**src/dcc_pkg.sv**
```systemverilog
/*
 * Package for the converter control block: register offsets, field positions,
 * reset values, conversion lengths, state codes and the carrier structs.
 * Assumes an 8-bit register port running on the system clock.
 */
package dcc_pkg;

	// ------------------------------------------------------------
	// Register offsets
	// ------------------------------------------------------------
	localparam logic [7:0] DCC_OFS_CTRL      = 8'ha4;
	localparam logic [7:0] DCC_OFS_INCTL     = 8'ha5;
	localparam logic [7:0] DCC_OFS_INT_STAT  = 8'ha6;
	localparam logic [7:0] DCC_OFS_INT_MASK  = 8'ha7;
	localparam logic [7:0] DCC_OFS_RES_LOW   = 8'hac;
	localparam logic [7:0] DCC_OFS_RES_HIGH  = 8'had;

	// ------------------------------------------------------------
	// Field positions
	// ------------------------------------------------------------
	localparam int DCC_CTRL_DONE_BIT   = 7;
	localparam int DCC_CTRL_START_BIT  = 6;
	localparam int DCC_CTRL_DAC_BIT    = 5;
	localparam int DCC_CTRL_EN_BIT     = 4;
	localparam int DCC_CTRL_ALIGN_BIT  = 3;
	localparam int DCC_CTRL_CLK_LSB    = 0;
	localparam int DCC_IN_CONNECT_BIT  = 7;
	localparam int DCC_IN_INTERNAL_REFERENCE_SELECT_BIT     = 6;
	localparam int DCC_IN_TRIG_LSB     = 4;
	localparam int DCC_IN_DIFFERENTIAL_SELECT_BIT     = 3;
	localparam int DCC_IN_CHAN_LSB     = 0;
	localparam int DCC_INT_DONE_BIT    = 0;
	localparam int DCC_INT_OVERRUN_BIT = 1;

	// ------------------------------------------------------------
	// Reset values and counts
	// ------------------------------------------------------------
	localparam logic [7:0] DCC_CTRL_RESET  = 8'h00;
	localparam logic [7:0] DCC_INCTL_RESET = 8'h00;
	localparam logic [7:0] DCC_INT_RESET   = 8'h00;
	localparam logic [3:0] DCC_ADC_TICKS   = 4'hd;   // Thirteen conversion clocks.
	localparam logic [3:0] DCC_DAC_TICKS   = 4'hb;   // Eleven conversion clocks.
	localparam logic [5:0] DCC_LEFT_PAD    = 6'h00;

	// ------------------------------------------------------------
	// Types
	// ------------------------------------------------------------
	typedef enum logic [1:0] {
		DCC_ST_IDLE = 2'b00,
		DCC_ST_CONV = 2'b01,
		DCC_ST_SYNC = 2'b10
	} dcc_state_e;

	typedef struct packed {
		logic [7:0] addr;
		logic [7:0] wdata;
		logic       wr;
		logic       rd;
	} dcc_bus_s;

	typedef struct packed {
		logic       enable;
		logic       dac_mode;
		logic       active;
		logic       input_connect;
		logic       internal_reference_select;
		logic       differential_select;
		logic [2:0] channel_select;
	} dcc_core_cfg_s;

endpackage : dcc_pkg

```
**src/dcc_prescaler.sv**
```systemverilog
/*
 * Conversion clock prescaler: turns the select code into a one-cycle tick.
 * Assumes sys_clk is the undivided oscillator and rc_clk_in is a free
 * running square wave from the internal RC divider, asynchronous to sys_clk.
 */
`timescale 1ns/1ps
module dcc_prescaler
	import dcc_pkg::*;
#(
	parameter int DIV_W = 7
) (
	input  wire logic       sys_clk,        // System clock.
	input  wire logic       sys_rst,        // Asynchronous reset, active high.
	input  wire logic [2:0] clock_select,   // Conversion clock select code.
	input  wire logic       rc_clk_in,      // RC derived clock pin.
	output logic            conv_tick       // One pulse per conversion clock.
);

	// ------------------------------------------------------------
	// State
	// ------------------------------------------------------------
	typedef struct packed {
		logic [DIV_W-1:0] cnt;
		logic [2:0]       rc_sync;
		logic             rc_lvl;
		logic             tick;
	} dcc_presc_s;

	dcc_presc_s r_q;
	dcc_presc_s r_d;
	logic [DIV_W-1:0] div_mask;

	// ------------------------------------------------------------
	// Divider
	// ------------------------------------------------------------
	// A nonzero code n divides by two to the n; the mask keeps the counter's low n bits.
	always_comb begin
		r_d        = r_q;
		div_mask   = DIV_W'((8'h01 << clock_select) - 8'h01);
		r_d.cnt    = r_q.cnt + 1'b1;
		r_d.rc_sync = {r_q.rc_sync[1:0], rc_clk_in};
		// The filtered level follows the pin only once the second and third stages agree.
		if (r_q.rc_sync[1] == r_q.rc_sync[2]) begin
			r_d.rc_lvl = r_q.rc_sync[2];
		end
		if (clock_select == 3'h0) begin
			// A rising edge of the filtered level; stage one is not looked at.
			r_d.tick = r_d.rc_lvl & ~r_q.rc_lvl;
		end else begin
			r_d.tick = (r_q.cnt & div_mask) == div_mask;
		end
	end

	always_ff @(posedge sys_clk or posedge sys_rst) begin
		if (sys_rst) begin
			r_q <= '0;
		end else begin
			r_q <= r_d;
		end
	end

	assign conv_tick = r_q.tick;

endmodule : dcc_prescaler

```
**src/dcc_converter_ctrl.sv**
```systemverilog
/*
 * Control and status registers of the combined ADC/DAC unit, with the
 * conversion sequencer, result alignment and interrupt status.
 * Assumes an 8-bit register port on sys_clk, timer overflow pulses from logic
 * on the same clock, and an analog core that presents its result by the end
 * of the conversion.
 */
// Added by the designer: the address-and-strobe port.
`timescale 1ns/1ps
module dcc_converter_ctrl
	import dcc_pkg::*;
#(
	parameter int RES_W = 10
) (
	input  wire logic                   sys_clk,     // System clock, 250 MHz.
	input  wire logic                   sys_rst,     // Asynchronous reset, active high.
	input  wire dcc_pkg::dcc_bus_s      bus,         // Register port request.
	output logic [7:0]                  rdata,       // Read data, one cycle after read.
	input  wire logic [2:0]             timer_ovf,   // Timer 0..2 overflow pulses.
	input  wire logic                   isr_ack,     // Pulse when CPU vectors to the ISR.
	input  wire logic                   rc_clk_in,   // RC derived clock pin.
	input  wire logic [RES_W-1:0]       core_result, // ADC result from the core.
	output logic                        conv_tick,   // Conversion clock tick to the core.
	output dcc_pkg::dcc_core_cfg_s      core_cfg,    // Configuration to the core.
	output logic [RES_W-1:0]            dac_value,   // Buffered DAC value.
	output logic                        done_irq,    // Conversion complete flag.
	output logic                        irq          // Masked interrupt, level.
);

	// ------------------------------------------------------------
	// State
	// ------------------------------------------------------------
	typedef struct packed {
		dcc_state_e      state;
		logic [7:0]      ctrl;
		logic [7:0]      inctl;
		logic [7:0]      res_low;
		logic [7:0]      res_high;
		logic [7:0]      int_stat;
		logic [7:0]      int_mask;
		logic [3:0]      ticks;
		logic            dac_run;
		logic [RES_W-1:0] dac_buf;
		logic [7:0]      rdata;
		logic            irq;
		dcc_core_cfg_s   cfg;
	} dcc_ctrl_s;

	dcc_ctrl_s r_q;
	dcc_ctrl_s r_d;

	logic       wr_ctrl;
	logic       wr_inctl;
	logic       sw_start;
	logic       hw_start;
	logic       start;
	logic       finish;
	logic       enabled;
	logic [1:0] trig;
	logic [3:0] length;
	logic [7:0] rd_val;
	logic       prescaler_tick;

	// ------------------------------------------------------------
	// Conversion clock
	// ------------------------------------------------------------
	dcc_prescaler #(
		.DIV_W (7)
	) u_prescaler (
		.sys_clk      (sys_clk),
		.sys_rst      (sys_rst),
		.clock_select (r_q.ctrl[DCC_CTRL_CLK_LSB +: 3]),
		.rc_clk_in    (rc_clk_in),
		.conv_tick    (prescaler_tick)
	);

	// ------------------------------------------------------------
	// Start decode
	// ------------------------------------------------------------
	// A write of zero to start/busy is simply not a start request, so a running
	// conversion is left alone; a software one in timer mode is ignored too.
	always_comb begin
		wr_ctrl  = bus.wr && (bus.addr == DCC_OFS_CTRL);
		wr_inctl = bus.wr && (bus.addr == DCC_OFS_INCTL);
		enabled  = r_q.ctrl[DCC_CTRL_EN_BIT];
		trig     = r_q.inctl[DCC_IN_TRIG_LSB +: 2];
		sw_start = wr_ctrl && bus.wdata[DCC_CTRL_START_BIT]
			&& bus.wdata[DCC_CTRL_EN_BIT] && (trig == 2'b00);
		hw_start = enabled && (trig != 2'b00) && timer_ovf[trig - 2'd1];
		start    = (sw_start || hw_start) && (r_q.state == DCC_ST_IDLE);
		length   = r_q.ctrl[DCC_CTRL_DAC_BIT] ? DCC_DAC_TICKS : DCC_ADC_TICKS;
		finish   = (r_q.state == DCC_ST_CONV) && prescaler_tick
			&& (r_q.ticks == length - 4'h1);
	end

	// ------------------------------------------------------------
	// Read mux
	// ------------------------------------------------------------
	always_comb begin
		if (bus.addr == DCC_OFS_CTRL) begin
			rd_val = r_q.ctrl;
		end else if (bus.addr == DCC_OFS_INCTL) begin
			rd_val = r_q.inctl;
		end else if (bus.addr == DCC_OFS_INT_STAT) begin
			rd_val = r_q.int_stat;
		end else if (bus.addr == DCC_OFS_INT_MASK) begin
			rd_val = r_q.int_mask;
		end else if (bus.addr == DCC_OFS_RES_LOW) begin
			rd_val = r_q.res_low;
		end else if (bus.addr == DCC_OFS_RES_HIGH) begin
			rd_val = r_q.res_high;
		end else begin
			rd_val = 8'h00;    // Unmapped addresses read as zero.
		end
	end

	// ------------------------------------------------------------
	// Next state
	// ------------------------------------------------------------
	always_comb begin
		r_d = r_q;

		// Software writes. Bits 7 and 6 of control are owned by hardware.
		if (wr_ctrl) begin
			r_d.ctrl[5:0] = bus.wdata[5:0];
		end
		if (wr_inctl) begin
			r_d.inctl = bus.wdata;
		end
		if (bus.wr && (bus.addr == DCC_OFS_INT_MASK)) begin
			r_d.int_mask = bus.wdata;
		end
		if (bus.wr && (bus.addr == DCC_OFS_INT_STAT)) begin
			r_d.int_stat = r_q.int_stat & ~bus.wdata;
		end
		// Result pair is written by software only as DAC input.
		if (bus.wr && (bus.addr == DCC_OFS_RES_LOW) && r_q.ctrl[DCC_CTRL_DAC_BIT]) begin
			r_d.res_low = bus.wdata;
		end
		if (bus.wr && (bus.addr == DCC_OFS_RES_HIGH) && r_q.ctrl[DCC_CTRL_DAC_BIT]) begin
			r_d.res_high = bus.wdata;
		end

		// Done flag clears on the vector; a completion in the same cycle wins.
		if (isr_ack) begin
			r_d.ctrl[DCC_CTRL_DONE_BIT] = 1'b0;
		end

		// Sequencer.
		case (r_q.state)
			DCC_ST_IDLE: begin
				r_d.ctrl[DCC_CTRL_START_BIT] = 1'b0;
				if (start) begin
					r_d.state = DCC_ST_CONV;
					r_d.ticks = 4'h0;
					r_d.ctrl[DCC_CTRL_START_BIT] = 1'b1;
					r_d.dac_run = r_q.ctrl[DCC_CTRL_DAC_BIT];
					// The DAC value is sampled once at the start and held.
					r_d.dac_buf = RES_W'({r_q.res_high[1:0], r_q.res_low});
				end
			end
			DCC_ST_CONV: begin
				if (prescaler_tick) begin
					r_d.ticks = r_q.ticks + 4'h1;
				end
				if (finish) begin
					r_d.state = DCC_ST_SYNC;
				end
			end
			DCC_ST_SYNC: begin
				// One system cycle to hand the flag over; busy drops with it.
				r_d.state = DCC_ST_IDLE;
				r_d.ctrl[DCC_CTRL_START_BIT] = 1'b0;
				r_d.ctrl[DCC_CTRL_DONE_BIT]  = 1'b1;
				r_d.int_stat[DCC_INT_DONE_BIT] = 1'b1;
				if (!r_q.dac_run) begin
					if (r_q.ctrl[DCC_CTRL_ALIGN_BIT]) begin
						r_d.res_high = core_result[RES_W-1:2];
						r_d.res_low  = {core_result[1:0], DCC_LEFT_PAD};
					end else begin
						r_d.res_low  = core_result[7:0];
						r_d.res_high = {{6{core_result[RES_W-1]}},
							core_result[RES_W-1:8]};
					end
				end
			end
			default: begin
				r_d.state = DCC_ST_IDLE;
			end
		endcase

		// A timer overflow while busy is dropped; report it as an overrun.
		if (hw_start && (r_q.state != DCC_ST_IDLE)) begin
			r_d.int_stat[DCC_INT_OVERRUN_BIT] = 1'b1;
		end

		// Disabling stops the sequencer and clears busy at once; no conversion runs while off.
		if (!r_d.ctrl[DCC_CTRL_EN_BIT]) begin
			r_d.state = DCC_ST_IDLE;
			r_d.ctrl[DCC_CTRL_START_BIT] = 1'b0;
		end

		r_d.rdata = bus.rd ? rd_val : 8'h00;
		r_d.irq   = |(r_d.int_stat & r_d.int_mask);

		r_d.cfg.enable                    = r_d.ctrl[DCC_CTRL_EN_BIT];
		r_d.cfg.dac_mode                  = r_d.ctrl[DCC_CTRL_DAC_BIT];
		r_d.cfg.active                    = (r_d.state == DCC_ST_CONV);
		r_d.cfg.input_connect             = r_d.inctl[DCC_IN_CONNECT_BIT];
		r_d.cfg.internal_reference_select = r_d.inctl[DCC_IN_INTERNAL_REFERENCE_SELECT_BIT];
		r_d.cfg.differential_select       = r_d.inctl[DCC_IN_DIFFERENTIAL_SELECT_BIT];
		r_d.cfg.channel_select            = r_d.inctl[DCC_IN_CHAN_LSB +: 3];
	end

	// ------------------------------------------------------------
	// Registers
	// ------------------------------------------------------------
	always_ff @(posedge sys_clk or posedge sys_rst) begin
		if (sys_rst) begin
			r_q          <= '0;
			r_q.state    <= DCC_ST_IDLE;
			r_q.ctrl     <= DCC_CTRL_RESET;
			r_q.inctl    <= DCC_INCTL_RESET;
			r_q.int_stat <= DCC_INT_RESET;
			r_q.int_mask <= DCC_INT_RESET;
		end else begin
			r_q <= r_d;
		end
	end

	// ------------------------------------------------------------
	// Outputs
	// ------------------------------------------------------------
	assign rdata     = r_q.rdata;
	assign conv_tick = prescaler_tick;
	assign core_cfg  = r_q.cfg;
	assign dac_value = r_q.dac_buf;
	assign done_irq  = r_q.ctrl[DCC_CTRL_DONE_BIT];
	assign irq       = r_q.irq;

endmodule : dcc_converter_ctrl

```
**config.mk**
```make
export PLATFORM = sky130hd
export DESIGN_NAME = dcc_converter_ctrl
export DESIGN_NICKNAME = d
export VERILOG_FILES = /design/src/dcc_pkg.sv /design/src/dcc_prescaler.sv /design/src/dcc_converter_ctrl.sv
export SDC_FILE = /design/constraint.sdc
export NUM_CORES = 1
export LEC_CHECK = 0
export ABC_AREA = 1
export ABC_CLOCK_PERIOD_IN_PS = 6400
export BUFFER_PORTS_ARGS = -buffer_cell sky130_fd_sc_hd__buf_2
export CORE_MARGIN = 1
export CORE_UTILIZATION = 55
export DETAILED_ROUTE_END_ITERATION = 6
export GPL_TIMING_DRIVEN = 0
export HOLD_SLACK_MARGIN = 0.12
export PLACE_DENSITY = 0.77
export SYNTH_ARGS = -nofsm -noshare
export SYNTH_HDL_FRONTEND = slang
export SYNTH_HIERARCHICAL = 1
export SYNTH_SLANG_ARGS = --single-unit
```
**constraint.sdc**
```tcl
create_clock -name sys_clk -period 6.4 [get_ports sys_clk]
set_input_delay 0.96 -clock sys_clk [delete_from_list [all_inputs] [get_ports sys_clk]]
set_output_delay 0.96 -clock sys_clk [all_outputs]
set_load 0.02 [all_outputs]
```
==> results.txt <==
The library cell with the largest summed area after synthesis is sky130_fd_sc_hd__dfrtp_1. Ranked by total cell area, the synthesized netlist is headed by sky130_fd_sc_hd__dfrtp_1 47%, sky130_fd_sc_hd__nand2_1 11%, sky130_fd_sc_hd__inv_1 6.0%. The antenna violation net count after detailed routing is 0. The total buffers and inverters traversed by the critical path is 3. The number of warnings printed during yosys synthesis is 6. The highest clock rate came out at 0.438 GHz. The category of the most critical setup path is input port to flip-flop. The final-report hold violation count is 0.

The number of filler cells placed in the layout came out at between 600 and 700. The clock latency on the worst-skew pair is 0.35 ns. The number of standard cells after synthesis is around 570. In this run the horizontal extent of the chip is approximately 93 µm. The setup slack after placement is 3.82 ns. On the critical path the largest part of the delay comes from simple AND/OR/NAND/NOR gates. The final-report max-slew violation count is 0. The total core area is about 0.0079 mm². 0 antenna diodes ended up in the layout. At the end of the flow, the number of nets in the layout was between 600 and 700. The first routing iteration left 314 violations. The CTS clock-pin slew for the worst setup and hold paths came out at 0.08 ns.

The die covers 0.00872 mm². The total of flip-flops plus latches after synthesis is a little under 90. The number of buffers created by CTS is 9. The deepest level of the CTS H-tree is 3.

The aggregate negative setup slack is 0 ns. The smallest clock period supported by the final layout is computed as 2.29 ns. For this run, the register share of the synthesized area comes to 0.474. The worst hold path cell count is 0.

Once the clock tree was built, the resizer swapped 0 gates to a different size. The leakage component of the power is 2.78 nW. The startpoint kind of the worst setup timing path is an input port. The floorplan die height is 93.4 µm.

Dividing total power by cell area gives a power density of just over 200 mW/mm². The area fraction of the dominant cell type after synthesis is 0.474. For this run, the leading register cell type out of synthesis is sky130_fd_sc_hd__dfrtp_1. The peak supply drop is 0.000110 V. The routability-driven placement congestion ratio came out at 0.927.

STA classifies the critical path endpoint as a flip-flop. The cell chosen for the clock root is sky130_fd_sc_hd__clkbuf_8. The proportion of register bits with asynchronous set or reset after synthesis is 1.00. After detailed routing, the number of remaining DRC violations is 0. The detail-routed net length per standard cell came out at 15.1 µm. Dividing the final minimum period by the clock period gives 0.357. TritonCTS built the clock tree. The register-to-register setup slack is 4.67 ns. The most common cell in the netlist is sky130_fd_sc_hd__nand2_1. The per-cell via count in the routed design is around 5.3. The largest individual stage delay along the critical path comes from the cell sky130_fd_sc_hd__nor3_1.

The largest single stage delay on the critical path is 0.79 ns. The largest net degree at the start of global routing came out at 41. The count of buffers inserted at the top-level ports came out at 63. The share of post-route cells with drive strength above 1 came out at 0.226. Clock tree synthesis found a total of 87 sinks. Data on the critical path is required at its endpoint by 6.69 ns. The area growth from synthesis to layout is 14.7%.

The hold path startpoint is u_prescaler/r_d[3]. In this run the tightest slew margin relative to its limit is 0.379. The cts-stage hold buffer count came out at 0. The clock tree skew after final layout is roughly 0.012 ns. The flow ran to the end, and the final reports show no timing, DRC or antenna violations. In the global route stage, overall resource usage came out at 0.281. Summing all multi-input logic gate instances after layout gives between 0.0015 and 0.002 mm². The area of the mapped netlist came out at 0.00459 mm². The via count is 3973. The effective utilization at floorplan came out at 0.582.

The number of ports placed on the die boundary is 65. The type of the tightest min-delay check is flip-flop to flip-flop. Of all nets on the critical path, the largest fanout is 7. By count the netlist is led by 134 x sky130_fd_sc_hd__nand2_1, 87 x sky130_fd_sc_hd__dfrtp_1, 74 x sky130_fd_sc_hd__inv_1. The number of antenna violations at the first check in global routing is 0.

The count of flip-flops with a built-in enable after synthesis came out at 0. The smallest setup slack after layout is 4.11 ns. Setup violations remaining at the end of the flow were counted as 0. The count of unique library cells instantiated by Yosys came out at 34. The longest clock path from root to sink contains 2 buffers. The arrival time at the worst endpoint came out at ~2.6 ns.

The worst register-to-register path begins at r_q[81]. The via count of the first global-routing pass came to around 4000. The number of cells on the worst reg-to-reg path is 6.

Summed over all nets, the half-perimeter wirelength after detailed placement is 8640 µm. The post-CTS setup repair buffer count came out at 0. The number of placement rows is 32. The wire length of the first global-routing pass is 18700 µm. When the netlist entered floorplanning its net count stood at just over 600.

Walking the worst path, the cells encountered are buf_2 > inv_1 > nand4_1 > nor3_1 > nand2_1 > nand3_1 > nand2_1 > inv_1. Setup repair after global routing left no endpoint under its margin. The total of max-cap violations came out at 0. The number of detailed-routing iterations run before antenna repair came out at 5.

At the pin with the least slew margin, the transition time is 0.924 ns. The worst register-to-register path ends at r_q[54]. The area taken by flip-flops and latches is between 0.002 and 0.0025 mm². The final global-route overflow total is 0. For hold timing, the worst endpoint is u_prescaler/r_d[4].

A synthesized cell averages 8.12 µm². The routed design has 11300 µm of wire.
[layout make-up]
type | count | share of cell area
clock inverters | 4 | 0.00998
well taps | 102 | 0.0242
flip-flops and latches | 87 | 0.413
clock buffers | 12 | 0.0295
repair buffers | 64 | 0.0637
inverters | 79 | 0.0568
multi-input cells | 359 | 0.345
plain buffers | 41 | 0.0577
[cells by family after synthesis]
| group | share of synthesized area |
|---|---|
| simple gates | 0.229 |
| xor+xnor | 0.0133 |
| fa+ha+maj | 0.0131 |
| mux | 0.00654 |
| compound gates | 0.133 |
| buf+inv | 0.131 |
| flops | 0.474 |
[sequential cells by signal, summed over array words and instances, names as in the netlist]
register               count
core_cfg                   3
dac_value                 10
done_irq                   1
enabled                    1
irq                        1
r_q                       51
rdata                      8
u_prescaler/conv_tick      1
u_prescaler/r_d            2
u_prescaler/r_q            9
[worst max-delay path by stage]
stage,startpoint,endpoint,slack [ns],depth (start not counted)
finish,bus[16],rdata[6],4.11,8
global route,bus[16],rdata[6],3.93,8
CTS,bus[16],rdata[6],4.17,8
detailed placement,bus[16],rdata[6],3.82,8
global placement,sys_rst,r_q[63],2.66,2
floorplan,sys_rst,core_cfg[0],3.53,1
[per-layer routing]
layer  track usage  up-vias  wire [µm]
met3        0.0488       15        646
li1              -     1953          -
met2         0.453      146       5360
met5             0        -          0
met4        0.0910        0        172
met1         0.385     1859       5120
[layout by cell type (no fill, tap or decap), types with 2 or more instances in the layout]
master	Yosys	final
sky130_fd_sc_hd__o21ai_0	47	47
sky130_fd_sc_hd__nor3_1	4	4
sky130_fd_sc_hd__o21ai_2	11	11
sky130_fd_sc_hd__buf_6	6	6
sky130_fd_sc_hd__nor2_4	3	3
sky130_fd_sc_hd__nand3_1	36	36
sky130_fd_sc_hd__o211ai_1	8	8
sky130_fd_sc_hd__inv_2	4	4
sky130_fd_sc_hd__nand2_1	134	134
sky130_fd_sc_hd__nand2_2	2	2
sky130_fd_sc_hd__nor2_2	3	3
sky130_fd_sc_hd__buf_4	27	27
sky130_fd_sc_hd__a21oi_1	31	31
sky130_fd_sc_hd__nand2_4	2	2
sky130_fd_sc_hd__o21ai_1	12	12
sky130_fd_sc_hd__nand4_1	12	12
sky130_fd_sc_hd__clkbuf_8	0	11
sky130_fd_sc_hd__clkbuf_1	4	5
sky130_fd_sc_hd__mux2i_1	3	3
sky130_fd_sc_hd__xor2_1	6	6
sky130_fd_sc_hd__dfrtp_1	87	87
sky130_fd_sc_hd__inv_1	74	73
sky130_fd_sc_hd__buf_2	3	66
sky130_fd_sc_hd__nor2_1	32	32
sky130_fd_sc_hd__nand4_2	2	2
sky130_fd_sc_hd__ha_1	4	4
[metrics by stage]
step	std cells	utilization	hold slack, ns	total power [W]	area [µm²]
global route	748	0.668	0.387	0.00113	5270
CTS	748	0.668	0.364	0.00109	5270
finish	748	0.668	0.362	0.00108	5270
detailed placement	732	0.641	0.346	0.000697	5060
global placement	731	0.638	0.348	0.000691	5040
floorplan	566	-	0.331	0.000655	4590
[power by group]
group	internal [W]	total, W	switching [W]
clock	0.000204	0.000398	0.000194
sequential	0.000565	0.000579	0.0000134
combinational	0.0000390	0.000108	0.0000690
total	0.000808	0.00108	0.000277
No activity file was read; power rests on OpenSTA's default activity.
